<file path="config.mk">
export PLATFORM = sky130hd
export DESIGN_NAME = pdcc_regs
export DESIGN_NICKNAME = d
export VERILOG_FILES = /design/src/pkg/pdcc_pkg.sv /design/src/core/pdcc_power_capture.sv /design/src/core/pdcc_regs.sv
export VERILOG_INCLUDE_DIRS = /design/src /design/src/pkg
export SDC_FILE = /design/constraint.sdc
export NUM_CORES = 1
export LEC_CHECK = 0
export BUFFER_PORTS_ARGS = -buffer_cell sky130_fd_sc_hd__buf_4
export CAP_MARGIN = 20
export CORE_ASPECT_RATIO = 0.9
export CORE_MARGIN = 5
export CORE_UTILIZATION = 38
export CTS_CLUSTER_DIAMETER = 150
export DETAILED_ROUTE_END_ITERATION = 12
export GPL_TIMING_DRIVEN = 0
export PLACE_DENSITY = 0.8
export SLEW_MARGIN = 20
export SYNTH_ARGS = -nofsm -noshare
export SYNTH_HDL_FRONTEND = slang
export SYNTH_SLANG_ARGS = --single-unit
export TNS_END_PERCENT = 100
</file>
<file path="constraint.sdc">
create_clock -name clk -period 1.62 [get_ports clk]
set_clock_uncertainty 0.1 [all_clocks]
set_input_delay 0 -clock clk [delete_from_list [all_inputs] [get_ports clk]]
set_output_delay 0 -clock clk [all_outputs]
set_load 0.02 [all_outputs]
</file>
<file path="src/pkg/pdcc_params.svh">
// Register offsets, field positions and reset values of the capability block
`ifndef PDCC_PARAMS_SVH
`define PDCC_PARAMS_SVH
`define PDCC_ADDR_W        12
`define PDCC_OFF_DEVCAP    12'h044
`define PDCC_OFF_DEVCTL    12'h048
`define PDCC_OFF_ERRSTS    12'h04c
`define PDCC_OFF_IRQMASK   12'h050
`define PDCC_OFF_PORTSTAT  12'h054
`define PDCC_BIT_ATTN      13
`define PDCC_BIT_PWRIND    14
`define PDCC_BIT_ROLE_BASED_ERR_SUPPORT     15
`define PDCC_VAL_LSB       18
`define PDCC_VAL_MSB       25
`define PDCC_SCL_LSB       26
`define PDCC_SCL_MSB       27
`define PDCC_ROLE_BASED_ERR_SUPPORT_RST     1'h1
`define PDCC_DEVCAP_LOW    13'h0000
`define PDCC_CTL_RST       3'h0
`define PDCC_STS_RST       3'h0
`define PDCC_MASK_RST      3'h0
`endif

</file>
<file path="src/pkg/pdcc_pkg.sv">
// Types shared by the device capability and control block
package pdcc_pkg;
   typedef enum logic [1:0] {
      PDCC_PORT_UPSTREAM,
      PDCC_PORT_DOWNSTREAM,
      PDCC_PORT_UNATTACHED
   } pdcc_port_mode_t;
   typedef enum logic [1:0] {
      PDCC_SCALE_1_0,
      PDCC_SCALE_0_1,
      PDCC_SCALE_0_01,
      PDCC_SCALE_0_001
   } pdcc_scale_t;
endpackage

</file>
<file path="src/core/pdcc_power_capture.sv">
// Captures slot power limit value and scale from received messages
`timescale 1ns/1ns
`default_nettype none
`include "pdcc_params.svh"
module pdcc_power_capture #(
   parameter int VAL_W = 8
) (
   input  wire logic                     clk,
   input  wire logic                     rst,
   input  wire pdcc_pkg::pdcc_port_mode_t port_mode,
   input  wire logic                     msg_valid,
   input  wire logic [VAL_W-1:0]         msg_value,
   input  wire pdcc_pkg::pdcc_scale_t    msg_scale,
   output logic      [VAL_W-1:0]         cap_value,
   output pdcc_pkg::pdcc_scale_t         cap_scale,
   output logic                          cap_event
);
   logic [VAL_W-1:0]      value_reg;
   pdcc_pkg::pdcc_scale_t scale_reg;
   logic                  event_reg;
   logic                  upstream;

   assign upstream = (port_mode == pdcc_pkg::PDCC_PORT_UPSTREAM);

   // Load on a message to any function of the port, upstream only
   always_ff @(posedge clk) begin
      if (rst) begin
         value_reg <= '0;
         scale_reg <= pdcc_pkg::PDCC_SCALE_1_0;
      end else if (!upstream) begin
         value_reg <= '0;
         scale_reg <= pdcc_pkg::PDCC_SCALE_1_0;
      end else if (msg_valid) begin
         value_reg <= msg_value;
         scale_reg <= msg_scale;
      end
   end

   // One-cycle pulse when a message is taken
   always_ff @(posedge clk) begin
      if (rst) begin
         event_reg <= 1'b0;
      end else begin
         event_reg <= msg_valid && upstream;
      end
   end

   assign cap_value = value_reg;
   assign cap_scale = scale_reg;
   assign cap_event = event_reg;

   a_unattached_hold: assert property (
      @(posedge clk) disable iff (rst)
      port_mode == pdcc_pkg::PDCC_PORT_UNATTACHED |=> value_reg == '0
      && scale_reg == pdcc_pkg::PDCC_SCALE_1_0)
      else $error("captured fields not zero in unattached mode");
   a_upstream_load: assert property (
      @(posedge clk) disable iff (rst)
      msg_valid && upstream ##1 upstream |-> value_reg == $past(msg_value)
      && scale_reg == $past(msg_scale))
      else $error("message not loaded on upstream port");
endmodule
`default_nettype wire

</file>
<file path="src/core/pdcc_regs.sv">
// Device capability and device control register bank of a switch port
// Operation
// - Attention indicator present bit 13 is read-only zero.
// - Power indicator present bit 14 is read-only zero.
// - Role-based error reporting bit 15 is read-only one.
// - Captured power value sits in bits 25:18, read-only, reset zero.
// - Slot power limit is the captured value times the scale factor.
// - An upstream port loads value and scale from a received message.
// - Captured scale sits in bits 27:26, codes 1.0, 0.1, 0.01, 0.001.
// - An unattached port clears the captured fields to zero.
// - Downstream and unattached ports read the captured fields as zero.
// - A power limit message applies to every function in the port.
// - Control bit 0 enables correctable error reporting, reset zero.
// - Control bit 1 enables non-fatal error reporting, reset zero.
// - Control bit 2 enables fatal error reporting, reset zero.
// - Error detected flags set whether or not reporting is enabled.
`timescale 1ns/1ns
`default_nettype none
`include "pdcc_params.svh"
module pdcc_regs #(
   parameter int VAL_W = 8
) (
   input  wire logic                      clk,
   input  wire logic                      rst,
   input  wire logic [`PDCC_ADDR_W-1:0]   reg_addr,
   input  wire logic [31:0]               reg_wdata,
   input  wire logic                      reg_wr,
   input  wire logic                      reg_rd,
   output logic      [31:0]               reg_rdata,
   input  wire pdcc_pkg::pdcc_port_mode_t port_mode,
   input  wire logic                      msg_valid,
   input  wire logic [VAL_W-1:0]          msg_value,
   input  wire pdcc_pkg::pdcc_scale_t     msg_scale,
   input  wire logic [2:0]                err_event,
   output logic      [2:0]                err_report,
   output logic      [VAL_W-1:0]          power_limit_value,
   output pdcc_pkg::pdcc_scale_t          power_limit_scale,
   output logic                           irq
);
   logic [31:0]           rdata_reg;
   logic [2:0]            ctl_reg;
   logic [2:0]            sts_reg;
   logic [3:0]            mask_reg;
   logic [2:0]            report_reg;
   logic                  irq_reg;
   logic                  pwr_evt_reg;
   logic [VAL_W-1:0]      cap_value;
   pdcc_pkg::pdcc_scale_t cap_scale;
   logic                  cap_event;
   logic [31:0]           devcap_word;

   // Address match used by both the write and the read decoders
   function automatic logic hit(input logic [`PDCC_ADDR_W-1:0] a,
                                input logic [`PDCC_ADDR_W-1:0] off);
      hit = (a == off);
   endfunction

   pdcc_power_capture #(
      .VAL_W     (VAL_W)
   ) u_capture (
      .clk       (clk),
      .rst       (rst),
      .port_mode (port_mode),
      .msg_valid (msg_valid),
      .msg_value (msg_value),
      .msg_scale (msg_scale),
      .cap_value (cap_value),
      .cap_scale (cap_scale),
      .cap_event (cap_event)
   );

   // Capability word: fixed bits, reserved zero, captured power fields
   always_comb begin
      devcap_word = 32'h0000_0000;
      devcap_word[12:0] = `PDCC_DEVCAP_LOW;
      devcap_word[`PDCC_BIT_ATTN] = 1'b0;
      devcap_word[`PDCC_BIT_PWRIND] = 1'b0;
      devcap_word[`PDCC_BIT_ROLE_BASED_ERR_SUPPORT] = `PDCC_ROLE_BASED_ERR_SUPPORT_RST;
      devcap_word[`PDCC_VAL_MSB:`PDCC_VAL_LSB] = cap_value;
      devcap_word[`PDCC_SCL_MSB:`PDCC_SCL_LSB] = cap_scale;
   end

   // Reporting enables, written by software
   always_ff @(posedge clk) begin
      if (rst) begin
         ctl_reg <= `PDCC_CTL_RST;
      end else if (reg_wr && hit(reg_addr, `PDCC_OFF_DEVCTL)) begin
         ctl_reg <= reg_wdata[2:0];
      end
   end

   // Detected-error flags, set by events, write one to clear, set wins
   always_ff @(posedge clk) begin
      if (rst) begin
         sts_reg <= `PDCC_STS_RST;
      end else begin
         if (reg_wr && hit(reg_addr, `PDCC_OFF_ERRSTS)) begin
            sts_reg <= (sts_reg & ~reg_wdata[2:0]) | err_event;
         end else begin
            sts_reg <= sts_reg | err_event;
         end
      end
   end

   // Power message flag shares status bit 3
   always_ff @(posedge clk) begin
      if (rst) begin
         pwr_evt_reg <= 1'b0;
      end else if (cap_event) begin
         pwr_evt_reg <= 1'b1;
      end else if (reg_wr && hit(reg_addr, `PDCC_OFF_ERRSTS)
                   && reg_wdata[3]) begin
         pwr_evt_reg <= 1'b0;
      end
   end

   // Interrupt mask
   always_ff @(posedge clk) begin
      if (rst) begin
         mask_reg <= {1'b0, `PDCC_MASK_RST};
      end else if (reg_wr && hit(reg_addr, `PDCC_OFF_IRQMASK)) begin
         mask_reg <= reg_wdata[3:0];
      end
   end

   // Error report pulses gated by enables
   always_ff @(posedge clk) begin
      if (rst) begin
         report_reg <= 3'h0;
      end else begin
         report_reg <= err_event & ctl_reg;
      end
   end

   // Level interrupt from unmasked sticky flags
   always_ff @(posedge clk) begin
      if (rst) begin
         irq_reg <= 1'b0;
      end else begin
         irq_reg <= |({pwr_evt_reg, sts_reg} & mask_reg);
      end
   end

   // Read data, valid the cycle after the read strobe
   always_ff @(posedge clk) begin
      if (rst) begin
         rdata_reg <= 32'h0000_0000;
      end else if (reg_rd) begin
         if (hit(reg_addr, `PDCC_OFF_DEVCAP)) begin
            rdata_reg <= devcap_word;
         end else if (hit(reg_addr, `PDCC_OFF_DEVCTL)) begin
            rdata_reg <= {29'h0000_0000, ctl_reg};
         end else if (hit(reg_addr, `PDCC_OFF_ERRSTS)) begin
            rdata_reg <= {28'h000_0000, pwr_evt_reg, sts_reg};
         end else if (hit(reg_addr, `PDCC_OFF_IRQMASK)) begin
            rdata_reg <= {28'h000_0000, mask_reg};
         end else if (hit(reg_addr, `PDCC_OFF_PORTSTAT)) begin
            rdata_reg <= {30'h0000_0000, port_mode};
         end else begin
            rdata_reg <= 32'h0000_0000;
         end
      end else begin
         rdata_reg <= 32'h0000_0000;
      end
   end

   // Limit in watts is value times the scale factor, left to the user
   assign power_limit_value = cap_value;
   assign power_limit_scale = cap_scale;
   assign reg_rdata = rdata_reg;
   assign err_report = report_reg;
   assign irq = irq_reg;

   // Fixed capability bits and reserved fields on every capability read
   a_fixed_bits: assert property (
      @(posedge clk) disable iff (rst)
      reg_rd && hit(reg_addr, `PDCC_OFF_DEVCAP) |=> reg_rdata[15:13] == 3'h4
      && reg_rdata[17:16] == 2'h0 && reg_rdata[31:28] == 4'h0)
      else $error("fixed capability bits wrong");

   // Low capability bits of this block read as zero
   a_low_cap: assert property (
      @(posedge clk) disable iff (rst)
      reg_rd && hit(reg_addr, `PDCC_OFF_DEVCAP) |=>
      reg_rdata[12:0] == `PDCC_DEVCAP_LOW)
      else $error("low capability bits nonzero");

   // Captured fields reach the capability word unchanged
   a_capture_read: assert property (
      @(posedge clk) disable iff (rst)
      reg_rd && hit(reg_addr, `PDCC_OFF_DEVCAP) |=>
      reg_rdata[25:18] == $past(cap_value)
      && reg_rdata[27:26] == $past(cap_scale))
      else $error("captured fields misread");

   // A tenth scale code is kept as code one
   a_scale_code: assert property (
      @(posedge clk) disable iff (rst)
      msg_valid && port_mode == pdcc_pkg::PDCC_PORT_UPSTREAM
      && msg_scale == pdcc_pkg::PDCC_SCALE_0_1 ##1
      port_mode == pdcc_pkg::PDCC_PORT_UPSTREAM |-> cap_scale == 2'h1)
      else $error("scale code not kept");

   // A port that stays downstream shows no captured power
   a_down_zero: assert property (
      @(posedge clk) disable iff (rst)
      port_mode == pdcc_pkg::PDCC_PORT_DOWNSTREAM ##1
      port_mode == pdcc_pkg::PDCC_PORT_DOWNSTREAM |->
      devcap_word[27:18] == 10'h000)
      else $error("captured fields nonzero downstream");

   // Enables, flags, mask and interrupt all leave reset cleared
   a_reset_clear: assert property (
      @(posedge clk)
      rst |=> ctl_reg == `PDCC_CTL_RST && sts_reg == `PDCC_STS_RST
      && mask_reg[2:0] == `PDCC_MASK_RST && !mask_reg[3]
      && report_reg == 3'h0 && !pwr_evt_reg && !irq)
      else $error("state not cleared by reset");

   // A control write is seen by a read on the next strobe
   a_ctl_write: assert property (
      @(posedge clk) disable iff (rst)
      reg_wr && hit(reg_addr, `PDCC_OFF_DEVCTL) ##1 !reg_wr ##0 reg_rd
      && hit(reg_addr, `PDCC_OFF_DEVCTL) |=>
      reg_rdata[2:0] == $past(reg_wdata[2:0], 2))
      else $error("control readback wrong");

   // Control read returns the enables with zero above them
   a_ctl_read: assert property (
      @(posedge clk) disable iff (rst)
      reg_rd && hit(reg_addr, `PDCC_OFF_DEVCTL) |=>
      reg_rdata == {29'h0000_0000, $past(ctl_reg)})
      else $error("control read wrong");

   // Correctable error is reported while its enable is set
   a_report_corr: assert property (
      @(posedge clk) disable iff (rst)
      err_event[0] && ctl_reg[0] |=> err_report[0])
      else $error("correctable not reported");

   // Non-fatal error stays unreported while its enable is clear
   a_report_gate: assert property (
      @(posedge clk) disable iff (rst)
      err_event[1] && !ctl_reg[1] |=> !err_report[1])
      else $error("non-fatal reported while disabled");

   // Fatal error is reported while its enable is set
   a_report_fatal: assert property (
      @(posedge clk) disable iff (rst)
      err_event[2] && ctl_reg[2] |=> err_report[2])
      else $error("fatal not reported");

   // Fatal error stays unreported while its enable is clear
   a_fatal_gate: assert property (
      @(posedge clk) disable iff (rst)
      err_event[2] && !ctl_reg[2] |=> !err_report[2])
      else $error("fatal reported while disabled");

   // Correctable flag holds unless software clears it
   a_flag_set: assert property (
      @(posedge clk) disable iff (rst)
      err_event[0] ##1 !(reg_wr && hit(reg_addr, `PDCC_OFF_ERRSTS)) |->
      sts_reg[0] [*2])
      else $error("detected flag lost");

   // Every error class sets its flag, enabled or not
   a_flag_any: assert property (
      @(posedge clk) disable iff (rst)
      (|err_event) |=> (sts_reg & $past(err_event)) == $past(err_event))
      else $error("detected flag not set");

   // A taken power message raises its flag
   a_pwr_flag: assert property (
      @(posedge clk) disable iff (rst)
      cap_event |=> pwr_evt_reg)
      else $error("power message flag not set");

   // Status read returns the flags as they stood
   a_status_read: assert property (
      @(posedge clk) disable iff (rst)
      reg_rd && hit(reg_addr, `PDCC_OFF_ERRSTS) |=>
      reg_rdata[3:0] == $past({pwr_evt_reg, sts_reg}))
      else $error("status readback wrong");

   // Mask read returns the mask as it stood
   a_mask_read: assert property (
      @(posedge clk) disable iff (rst)
      reg_rd && hit(reg_addr, `PDCC_OFF_IRQMASK) |=>
      reg_rdata[3:0] == $past(mask_reg))
      else $error("mask readback wrong");

   // Port status read returns the port mode
   a_port_read: assert property (
      @(posedge clk) disable iff (rst)
      reg_rd && hit(reg_addr, `PDCC_OFF_PORTSTAT) |=>
      reg_rdata == {30'h0000_0000, $past(port_mode)})
      else $error("port status read wrong");

   // Reads of unmapped addresses return zero
   a_unmapped_read: assert property (
      @(posedge clk) disable iff (rst)
      reg_rd && !hit(reg_addr, `PDCC_OFF_DEVCAP)
      && !hit(reg_addr, `PDCC_OFF_DEVCTL)
      && !hit(reg_addr, `PDCC_OFF_ERRSTS)
      && !hit(reg_addr, `PDCC_OFF_IRQMASK)
      && !hit(reg_addr, `PDCC_OFF_PORTSTAT) |=> reg_rdata == 32'h0000_0000)
      else $error("unmapped read nonzero");

   // Interrupt rises one cycle after an unmasked flag
   a_irq_raise: assert property (
      @(posedge clk) disable iff (rst)
      (|({pwr_evt_reg, sts_reg} & mask_reg)) |=> irq)
      else $error("interrupt missing");

   // Interrupt falls once no unmasked flag is left
   a_irq_drop: assert property (
      @(posedge clk) disable iff (rst)
      !(|({pwr_evt_reg, sts_reg} & mask_reg)) |=> !irq)
      else $error("interrupt stuck high");

   // Read data is zero outside the cycle after a read strobe
   a_rdata_idle: assert property (
      @(posedge clk) disable iff (rst)
      !reg_rd |=> reg_rdata == 32'h0000_0000)
      else $error("read data outside its cycle");
endmodule
`default_nettype wire

</file>
==> metrics.yaml <==
status: "complete, no violations"
layout_min_cycle_time_ns: 1.56
die_area_um2: 6020
worst_path_max_delay_cell: "dlygate4sd3_1"
clockRootBuffer: "clkbuf_8"
clock_latency_ns: 0.29
rsz0062_at_grt: "no"
grtUsageTotal_pct: 16.1
crit_fanout: 10
start_kind: "primary input"
synth_top_family_by_area: "simple AND/OR/NAND/NOR gates"
syn2layout_area_growth_pct: 55.7
placed_cell_area_um2: 2350
nNetsFinal: 351
htree_levels: 2
drive_above_1_share_pct: 36.9
routedWlPerCell_um: 12.8
fin_crit_sh_pct: 96.1
cp.arrival_ns: 1.67
synth_mux_area_share_pct: 13.0
grt_pass1_wl_um: 7270
avgSynthCellArea_um2: 9.92
worst_pin_slew_ns: 0.732
io_pins: 110
irDropWorstVdd_v: 0.000470
port_buffers: 63
p_leak_nw: 1.23
total_power_mw: 1.98
cts_tree: "built"
clockBufferDepth: 2
relSlewSlack_pct: 51.2
synth_fa_ha_area_share_pct: 0
core.rowCount: 23
post-route-util_pct: 61.0
synth_compound_area_share_pct: 6.12
synth.area.top_cells: "dfxtp_1 (47%), mux2i_1 (9.8%), buf_4 (7.3%), nand2b_1 (4.3%), nor2_1 (4.1%)"
route.detailed.drc: 0
crit_path_cell_trace: "dlygate4sd3_1 > buf_6 > nand2b_1 > or4_4 > buf_6 > buf_6 > nor3_2"
slew_violations: 0
yosys.area_share.simple_pct: 20.2
start_util_pct: 39.2
grt_overflow: 0
whs_ns: 0.0236
routed_wl_um: 4480
synthXorXnorAreaFrac_pct: 0
syn_inst: 175
critPathCaptureType: "flop"
grt_max_degree: 12
slowest_delay_ns: 0.55
post-route-cell-area_um2: 2700
dr.pass1.iters: 4
crit_top_cell: "buf_6"
setup_tns_ns: 0
fillers: 399
synth_top_area_cell: "dfxtp_1"
detailed_place_hpwl_um: 3180
drtIter0Drc: 89
syn_area_um2: 1740
hold_class: "in -> reg"
finalSetupViolCount: 0
die_h_um: 74.1
largest_reg_flops: 15
core-area_um2: 4430
ys_types: 29
fmax_ghz: 0.642
place_congestion: 0.772
ys_seq_area_share_pct: 47.3
yosysTopAreaCellShare_pct: 47.3
ys_seq_elements: 41
worstSetupPathType: "in -> reg"
critPathBufInv: 4
cap_violations: 0
first_global_vias: 1565
fp.dieW_um: 81.3
required_ns: 1.73
antennaDiodeCount: 0
num_vias: 1532
clk_pin_slew_ns: 0.07
ys_warn_count: 0
crit_family: "buffers and inverters"
avgViaCountPerCell: 4.39
hold_viol: 0
numCtsBuffers: 5
p_per_area_nw_per_um2: 732
antenna_found_initial: 0
detail-route-antenna-nets: 0
cts_sinks: 41
[per-stage QoR]
| step | std cells | setup WS (ns) |
|---|---|---|
| 6_report | 349 | 0.0624 |
| 5_1_grt | 349 | 0.00773 |
| 4_1_cts | 349 | 0.0446 |
| 3_5_place_dp | 316 | -0.178 |
| 3_3_place_gp | 316 | -0.174 |
| 2_1_floorplan | 191 | 0.0319 |
[where the power goes]
part	internal, mW	total, mW	switching, mW
clock network	0.338	0.662	0.325
logic	0.165	0.290	0.125
registers	1.02	1.03	0.00860
[per-layer routing]
layer  routed length (um)  vias up  global-route usage, %
li1                     -      774                      -
met5                    0        -                      0
met2                 2310       57                   28.7
met3                  249        5                   3.51
met4                   74        0                   6.19
met1                 1850      696                   18.9
[cell usage after synthesis, drive strengths merged]
library cell	count
dfxtp	41
buf	20
nor2	19
mux2i	17
inv	15
nand2b	12
nor3	10
a22oi	5
clkbuf	5
mux2	5
a31oi	4
o21bai	4
or3b	3
or4	3
nor2b	2
a21oi	1
a32oi	1
conb	1
nand3b	1
nor3b	1
nor4	1
nor4b	1
or2	1
or3	1
or4bb	1
[layout make-up]
cell class / count / area [um2] / area share, %
Buffer: 25 / 173 / 6.39
Clock buffer: 7 / 86.3 / 3.19
Inverter: 15 / 56.3 / 2.08
Multi-Input combinational cell: 110 / 753 / 27.9
Sequential cell: 41 / 821 / 30.4
Tap cell: 62 / 77.6 / 2.87
Timing Repair Buffer: 89 / 737 / 27.3
[cell families (layout without fill, tap and decap cells)]
family / Yosys count / after routing
AOI/OAI and AO/OA: 15 / 15
buffers and inverters: 40 / 136
DFF: 41 / 41
muxes: 22 / 22
other: 1 / 17
and+or+nand+nor: 56 / 56
[placed cells by master (no fill, tap or decap), types with 3 or more instances in the layout]
| cell type | count |
|---|---|
| a22oi_1 | 5 |
| a31oi_1 | 4 |
| buf_4 | 79 |
| buf_6 | 3 |
| clkbuf_1 | 6 |
| clkbuf_8 | 6 |
| conb_1 | 17 |
| dfxtp_1 | 41 |
| dlygate4sd3_1 | 26 |
| inv_1 | 15 |
| mux2_2 | 5 |
| mux2i_1 | 17 |
| nand2b_1 | 12 |
| nor2_1 | 19 |
| nor3_1 | 5 |
| nor3_2 | 5 |
| o21bai_1 | 4 |
| or3b_2 | 3 |
[worst min-delay path: cells and delay by family]
kind                   cells  cell delay, ns
AO/OA/AOI/OAI              1            0.15
AND/OR/NAND/NOR            2            0.11
buffers and inverters      1            0.11
[repair_timing]
action	in CTS	in global routing
setup endpoints to repair	0	7
buffers inserted	0	0
endpoints found under the hold margin	26	0
hold buffers	26	0
gates resized for setup	0	2
[final timing paths]
path                                       startpoint                        to  slack [ns]  depth (start not counted)
setup / recovery                                  rst  reg_rdata[26]$_SDFF_PP0_        0.06                          7
hold / removal                            reg_addr[3]   reg_rdata[0]$_SDFF_PP0_        0.02                          4
setup reg to reg              ctl_reg[2]$_SDFFE_PP0P_  err_report[2]$_SDFF_PP0_        0.34                          3
hold reg to reg   u_capture.cap_value[4]$_SDFFE_PP0P_  reg_rdata[22]$_SDFF_PP0_        0.36                          2
Power figures use the tool's default switching activity.
